## src/rtl/fes_cfg.svh

```systemverilog
// Address map, field positions, masks and codes of the event and state register bank.
`ifndef FES_CFG_SVH
`define FES_CFG_SVH
`define FES_AW 12
`define FES_DW 16
`define FES_OFS_STATE_REQUEST 12'h120
`define FES_OFS_STATE_REPORT 12'h130
`define FES_OFS_STATUS_CODE 12'h134
`define FES_OFS_IRQ_ENABLE 12'h204
`define FES_OFS_EVENT_FLAGS 12'h220
`define FES_OFS_EVENT_FLAGS_HI 12'h222
`define FES_EVT_CTRL 0
`define FES_EVT_SM_CHANGE 4
`define FES_EVT_EEPROM 5
`define FES_EVT_MBX_REQ 8
`define FES_EVT_MBX_RSP 9
`define FES_EVT_PDO_OUT 10
`define FES_EVT_PDO_IN 11
`define FES_EVT_MASK 16'h0f3d
`define FES_IRQ_CAPABLE 16'h0420
`define FES_ACK_BIT 4
`define FES_ERR_BIT 4
`define FES_REQ_KEEP 16'hff1f
`define FES_RPT_APP_MASK 16'hff00
`define FES_CODE_OK 16'h0000
`define FES_CODE_BAD_CHANGE 16'h0011
`define FES_RST_WORD 16'h0000
`define FES_RST_STATE 4'h1
`endif

```

## src/rtl/fes_pkg.sv

```systemverilog
// Types shared by the event and state register bank.
package fes_pkg;
  // Application-layer state codes, request and report share the encoding.
  typedef enum logic [3:0] {
    FES_ST_INIT = 4'h1,
    FES_ST_PREOP = 4'h2,
    FES_ST_BOOT = 4'h3,
    FES_ST_SAFEOP = 4'h4,
    FES_ST_OP = 4'h8
  } fes_al_state_t;

  // One access on either register port.
  typedef struct packed {
    logic [11:0] addr;
    logic wr;
    logic rd;
    logic [15:0] wdata;
  } fes_acc_t;
endpackage

```

## src/rtl/fes_regs.sv

```systemverilog
// Event request, interrupt enable and state request/report registers.
`timescale 1ns/1ps
`default_nettype none
`include "fes_cfg.svh"

// Behaviour
// - Upper enable byte bit 2 enables the process-data output event.
// - Upper enable byte bit 3 enables the process-data input event.
// - Each event flag reading one tells the drive that event is pending.
// - Low byte flag bit 4 marks a sync-manager activation change.
// - Low byte flag bit 5 marks a pending configuration-memory emulation event.
// - Second byte flag bit 0 marks a pending mailbox request.
// - Second byte flag bit 1 marks a mailbox response event.
// - Second byte bits 2, 3 are process-data events; others reserved.
// - A state request change is polled and never raises the interrupt.
// - Master requests states 1, 2, 3, 4, 8; every request is answered.
// - Report bits 3..0 show the current state in the request encoding.
// - Report bit 4 is zero on accepted change or acknowledge edge, one on any other failure.
// - A fault writes a fault code into the status code register.
// - Enable one activates an event's interrupt, zero deactivates it.
// - Only emulation and process-data output events may interrupt the drive.
module fes_regs
  import fes_pkg::*;
(
  input wire logic mclk_i, // System clock, 50 MHz.
  input wire logic resetn_i, // Asynchronous reset, active low.
  input wire fes_acc_t master_side_access_i, // Network master access.
  output logic [15:0] master_rdata_o, // Master read data, one cycle after rd.
  input wire fes_acc_t drive_side_access_i, // Drive processor access.
  output logic [15:0] drive_rdata_o, // Drive read data, one cycle after rd.
  output logic [15:0] event_pending_o, // Event flags as seen by the drive.
  output logic irq_o // Drive interrupt, active high level.
);

  // ==========================================================================
  // Register state
  logic [15:0] state_request;
  logic [15:0] next_state_request;
  logic [15:0] state_report;
  logic [15:0] next_state_report;
  logic [15:0] status_code;
  logic [15:0] next_status_code;
  logic [15:0] event_irq_enable;
  logic [15:0] next_event_irq_enable;
  logic [15:0] event_request_flags;
  logic [15:0] next_event_request_flags;
  logic [15:0] next_master_rdata;
  logic [15:0] next_drive_rdata;
  logic next_irq;

  // Forbidden transitions are I->S, I->O, P->O, any entry into bootstrap other
  // than from init and any exit from bootstrap other than to init; anything
  // that is not a legal code is refused too.
  function automatic logic change_ok(input logic [3:0] cur, input logic [3:0] req);
    logic ok;
    ok = 1'b1;
    if (!(req == FES_ST_INIT || req == FES_ST_PREOP || req == FES_ST_BOOT ||
          req == FES_ST_SAFEOP || req == FES_ST_OP))
      ok = 1'b0;
    else if (req != cur)
    begin
      if (cur == FES_ST_INIT && (req == FES_ST_SAFEOP || req == FES_ST_OP))
        ok = 1'b0;
      if (cur == FES_ST_PREOP && req == FES_ST_OP)
        ok = 1'b0;
      if (cur != FES_ST_INIT && req == FES_ST_BOOT)
        ok = 1'b0;
      if (cur == FES_ST_BOOT && req != FES_ST_INIT)
        ok = 1'b0;
    end
    return ok;
  endfunction

  // Read mux; unmapped and reserved addresses read as zero.
  function automatic logic [15:0] read_word(input logic [11:0] a, input logic [15:0] rq,
                                            input logic [15:0] rp, input logic [15:0] sc,
                                            input logic [15:0] en, input logic [15:0] ev);
    logic [15:0] d;
    d = 16'h0000;
    unique case (a)
      `FES_OFS_STATE_REQUEST: d = rq;
      `FES_OFS_STATE_REPORT: d = rp;
      `FES_OFS_STATUS_CODE: d = sc;
      `FES_OFS_IRQ_ENABLE: d = en;
      `FES_OFS_EVENT_FLAGS: d = ev;
      default: d = 16'h0000;
    endcase
    return d;
  endfunction

  // ==========================================================================
  // Next-value logic. The drive writes report, code and enables; the master
  // writes request and flags. An automatic answer to a new request wins over
  // a drive write in the same cycle so that no request goes unanswered.
  always_comb
  begin
    logic m_req_wr;
    logic ack_edge;
    m_req_wr = master_side_access_i.wr &&
               master_side_access_i.addr == `FES_OFS_STATE_REQUEST;
    ack_edge = m_req_wr && master_side_access_i.wdata[`FES_ACK_BIT] &&
               !state_request[`FES_ACK_BIT];
    next_state_request = state_request;
    next_state_report = state_report;
    next_status_code = status_code;
    next_event_irq_enable = event_irq_enable;
    next_event_request_flags = event_request_flags;
    if (drive_side_access_i.wr)
    begin
      unique case (drive_side_access_i.addr)
        `FES_OFS_STATE_REPORT: next_state_report = drive_side_access_i.wdata & 16'hff1f;
        `FES_OFS_STATUS_CODE: next_status_code = drive_side_access_i.wdata;
        `FES_OFS_IRQ_ENABLE: next_event_irq_enable = drive_side_access_i.wdata & `FES_EVT_MASK;
        default: next_event_irq_enable = next_event_irq_enable;
      endcase
    end
    if (master_side_access_i.wr && master_side_access_i.addr == `FES_OFS_EVENT_FLAGS)
      next_event_request_flags = master_side_access_i.wdata & `FES_EVT_MASK;
    if (m_req_wr)
    begin
      next_state_request = master_side_access_i.wdata & `FES_REQ_KEEP;
      next_event_request_flags[`FES_EVT_CTRL] = 1'b1;
      if (change_ok(state_report[3:0], master_side_access_i.wdata[3:0]))
      begin
        next_state_report[3:0] = master_side_access_i.wdata[3:0];
        next_state_report[`FES_ERR_BIT] = 1'b0;
        next_status_code = `FES_CODE_OK;
      end
      else
      begin
        next_state_report[3:0] = state_report[3:0];
        next_state_report[`FES_ERR_BIT] = 1'b1;
        next_status_code = `FES_CODE_BAD_CHANGE;
      end
      if (ack_edge)
      begin
        next_state_report[`FES_ERR_BIT] = 1'b0;
        next_status_code = `FES_CODE_OK;
      end
    end
  end

  // Read data and interrupt, registered so every output is a flip-flop.
  always_comb
  begin
    next_master_rdata = 16'h0000;
    next_drive_rdata = 16'h0000;
    if (master_side_access_i.rd)
      next_master_rdata = read_word(master_side_access_i.addr, state_request, state_report,
                                    status_code, event_irq_enable, event_request_flags);
    if (drive_side_access_i.rd)
      next_drive_rdata = read_word(drive_side_access_i.addr, state_request, state_report,
                                   status_code, event_irq_enable, event_request_flags);
    next_irq = |(event_request_flags & event_irq_enable & `FES_IRQ_CAPABLE);
  end

  // ==========================================================================
  // Registers.
  always_ff @(posedge mclk_i or negedge resetn_i)
  begin
    if (!resetn_i)
    begin
      state_request <= `FES_RST_WORD;
      state_report <= {12'h000, `FES_RST_STATE};
      status_code <= `FES_CODE_OK;
      event_irq_enable <= `FES_RST_WORD;
      event_request_flags <= `FES_RST_WORD;
      master_rdata_o <= 16'h0000;
      drive_rdata_o <= 16'h0000;
      event_pending_o <= 16'h0000;
      irq_o <= 1'b0;
    end
    else
    begin
      state_request <= next_state_request;
      state_report <= next_state_report;
      status_code <= next_status_code;
      event_irq_enable <= next_event_irq_enable;
      event_request_flags <= next_event_request_flags;
      master_rdata_o <= next_master_rdata;
      drive_rdata_o <= next_drive_rdata;
      event_pending_o <= event_request_flags;
      irq_o <= next_irq;
    end
  end
endmodule
`default_nettype wire

```

## config.mk

```make
export PLATFORM = sky130hd
export DESIGN_NAME = fes_regs
export DESIGN_NICKNAME = d
export VERILOG_FILES = /design/src/rtl/fes_pkg.sv /design/src/rtl/fes_regs.sv
export VERILOG_INCLUDE_DIRS = /design/src /design/src/rtl
export SDC_FILE = /design/constraint.sdc
export NUM_CORES = 1
export LEC_CHECK = 0
export ABC_AREA = 1
export BUFFER_PORTS_ARGS = -buffer_cell sky130_fd_sc_hd__clkbuf_2
export CAP_MARGIN = 10
export CORE_AREA = 4 4 104 106
export CTS_BUF_LIST = sky130_fd_sc_hd__clkbuf_8
export DETAILED_ROUTE_END_ITERATION = 8
export DIE_AREA = 0 0 108 110
export GPL_TIMING_DRIVEN = 0
export MAX_ROUTING_LAYER = met4
export PLACE_DENSITY = 0.78
export SLEW_MARGIN = 10
export SYNTH_ARGS = -nofsm -noshare
export SYNTH_HDL_FRONTEND = slang
export SYNTH_SLANG_ARGS = --single-unit
```

## constraint.sdc

```tcl
create_clock -name mclk_i -period 1.2 [get_ports mclk_i]
set_input_delay 0.24 -clock mclk_i [delete_from_list [all_inputs] [get_ports mclk_i]]
set_output_delay 0.24 -clock mclk_i [all_outputs]
set_load 0.03 [all_outputs]
```

==> results.sh <==
export IMPL_p_total_uw=6190
export IMPL_yosys_warnings=0
export IMPL_final_util_pct=70.6
export IMPL_seq_power_share_pct=56.0
export IMPL_critical_path_slowest_cell="dfrtp_1"
export IMPL_diodes=0
export IMPL_gp_congestion=0.953
export IMPL_core_area_um2=9770
export IMPL_cts_tree="yes"
export IMPL_cellInternalPower_uw=4510
export IMPL_powerDensity_nw_per_um2=897
export IMPL_hold_viol=0
export IMPL_min_period_over_period_pct=114
export IMPL_avgViaCountPerCell=5.38
export IMPL_ant_nets=0
export IMPL_port_buffers=100
export IMPL_num_io_pins=111
export IMPL_setup_viol=18
export IMPL_finalSetupTns_ns=-1.03
export IMPL_drtIter0Drc=363
export IMPL_synthCells=619
export IMPL_cap_violations=0
export IMPL_grt_start_max_net_pins=103
export IMPL_avgSynthCellArea_um2=8.07
export IMPL_vias=4950
export IMPL_maxSlewViolCount=0
export IMPL_final_common_cell="dfrtp_1"
export IMPL_placed_area_um2=5880
export IMPL_synth_edf_count=0
export IMPL_ys_seq_area_share_pct=51.1
export IMPL_finClkSkew_ns=0.0169
export IMPL_startpoint_type="register"
export IMPL_die_height_um=110
export IMPL_critical_path_required_ns=1.48
export IMPL_crit_family="simple AND/OR/NAND/NOR gates"
export IMPL_ys_ff_latch=102
export IMPL_cp_max_fo=5
export IMPL_p_sw_share_pct=27.2
export IMPL_power_frac_clock_pct=35.4
export IMPL_slew_headroom_pct=51.0
export IMPL_timing_reg2reg_setup_slack_ns=-0.17
export IMPL_crit_chain="nor2_4 > nand2_2 > nand2_2 > nand2_1 > inv_2 > nand3_4 > nand2_4 > nand2_4 > nor2_2 > nor2_1"
export IMPL_fmax_mhz=731
export IMPL_endpoint_kind="register"
export IMPL_critPathKind="reg -> reg"
export IMPL_status="finished with violations"
export IMPL_place_ws_ns=-0.627
export IMPL_overflow=0
export IMPL_netSwitchingPower_uw=1680
export IMPL_synthesis_area_um2=4990
export IMPL_fin_ws_ns=-0.168
export IMPL_ys_flop_type="dfrtp_1"
export IMPL_p_leak_uw=0.00357
export IMPL_grt_pass1_vias=4672
export IMPL_worst_path_largest_cell_delay_ns=0.42
export IMPL_drive_gt1_share_pct=37.2
export IMPL_max_clock_path_buffers=2
export IMPL_cts_buffers_inserted=9
export IMPL_violations="setup timing"
export IMPL_wl_per_cell_um=17.7
export IMPL_cts_num_sinks=102
export IMPL_yosys_cell_types_count=29
export IMPL_route_detailed_drc=0
export IMPL_dp_hpwl_mm=11.6
export IMPL_row_count=36
export IMPL_min_path_type="in -> reg"
export IMPL_clock_latency_ns=0.38
export IMPL_syn_to_final_growth_pct=38.2
export IMPL_root_buffer="clkbuf_8"
export IMPL_synthArstFlopShare_pct=100
export IMPL_fin_area_um2=6900
export IMPL_ir_worst_vdd_v=0.000507
export IMPL_timing_critical_path_buf_inv=1
export IMPL_initial_utilization_pct=51.1
export IMPL_die_w_um=108
export IMPL_p_comb_share_pct=8.6
export IMPL_die_area_um2=11900
export IMPL_routed_wl_mm=16.3
export IMPL_grt_total_usage_pct=27.7
export IMPL_grt_pass1_wl_mm=24.3
export IMPL_arrival_ns=1.65
export IMPL_layout_common_cells="dfrtp_1 (101), nand2_1 (97), nor2_1 (85), clkbuf_2 (75), nand3_1 (63)"
export IMPL_dr_pass1_iters=5
export IMPL_fin_crit_ns=1.37
export IMPL_antenna_found_initial=0
export IMPL_rsz0062_at_grt="yes"
export IMPL_tightest_slew_ns=0.736
export IMPL_cts_max_level=3
export IMPL_clkTransAtPathRegs_ns=0.12
export IMPL_nets=844
## synth_stat cells, drive strengths merged, types with 4 or more instances
library cell  number  area share [%]
a21oi              6            0.60
buf               23             3.4
dfrtp            101              51
inv               71             5.3
nand2            130              10
nand3             80             9.0
nor2             118              10
nor3              13             1.6
o21ai             59             6.4
o21bai             4            0.60
o22ai              9             1.1
## logic make-up (layout without fill, tap and decap cells)
group / after synthesis / after routing / synth area share (%)
buf+inv: 96 / 258 / 8.87
simple gates: 342 / 342 / 31.2
flops: 102 / 102 / 51.1
compound gates: 78 / 78 / 8.69
other cells: 1 / 7 / 0.0751
## flip-flops by register name (all words and copies together) (netlist names), 9 cells and up
register and cells:
event_pending_o 9, status_code 16, event_request_flags 9, event_irq_enable 9, state_request 13, drive_rdata_o 16, master_rdata_o 16, state_report 13
## metal layers
metal / part of all wire [%] / track usage, % / vias up
met1: 42 / 37.7 / 2378
met5: 0 / - / -
met4: 2.2 / 9.47 / 0
li1: - / - / 2287
met3: 8.5 / 4.66 / 34
met2: 47 / 42.6 / 251
## cell type report
| class | instances | area (µm²) |
|---|---|---|
| Sequential cell | 102 | 2550 |
| Inverter | 72 | 298 |
| Timing Repair Buffer | 146 | 1040 |
| Tap cell | 133 | 166 |
| Clock inverter | 6 | 62.6 |
| Clock buffer | 10 | 138 |
| Multi-Input combinational cell | 427 | 2400 |
| Buffer | 24 | 241 |
| Fill cell | 764 | 2870 |
## metrics by stage
| stage | hold slack, ns | instances |
|---|---|---|
| after detailed placement | 0.366 | 858 |
| final | 0.0616 | 920 |
| after global placement | 0.362 | 858 |
| after CTS | 0.0557 | 890 |
| after global routing | 0.0706 | 920 |
| after floorplan | -0.0556 | 625 |
## worst reg2reg max path: stages (launching register included)
cell and delay [ns]:
dfrtp_1 0.42, nor2_4 0.16, nand2_2 0.08, nand2_2 0.07, nand2_1 0.06, inv_2 0.06, nand3_4 0.09, nand2_4 0.11
nand2_4 0.08, nor2_2 0.09, nor2_1 0.04
## power by group through the flow
stage | Sequential, µW | Clock [µW] | Combinational, µW
2_1_floorplan | 3540 | 0 | 199
3_3_place_gp | 3530 | 0 | 428
3_5_place_dp | 3530 | 0 | 448
4_1_cts | 3470 | 2210 | 471
5_1_grt | 3470 | 2340 | 584
6_report | 3470 | 2190 | 531
## path summary, 6_finish.rpt
check,from,end,cells past startpoint
worst max-delay path,state_report[2],state_report[1],10
worst min-delay path,master_side_access_i[14],state_request[14],3
worst max register to register,state_report[2],state_report[1],10
worst min register to register,event_request_flags[4],event_pending_o[4],0
max in group asynchronous,resetn_i,event_irq_enable[11],2
min in group asynchronous,resetn_i,event_request_flags[3],2
## what timing repair did
item,in CTS,in global routing
pin swaps,12,36
endpoints found under the hold margin,67,0
hold buffers,1,0
gates cloned,0,3
buffers inserted,15,28
endpoints found under the setup margin,64,134
gates resized for setup,27,131
(Power assumes the default switching activity.)
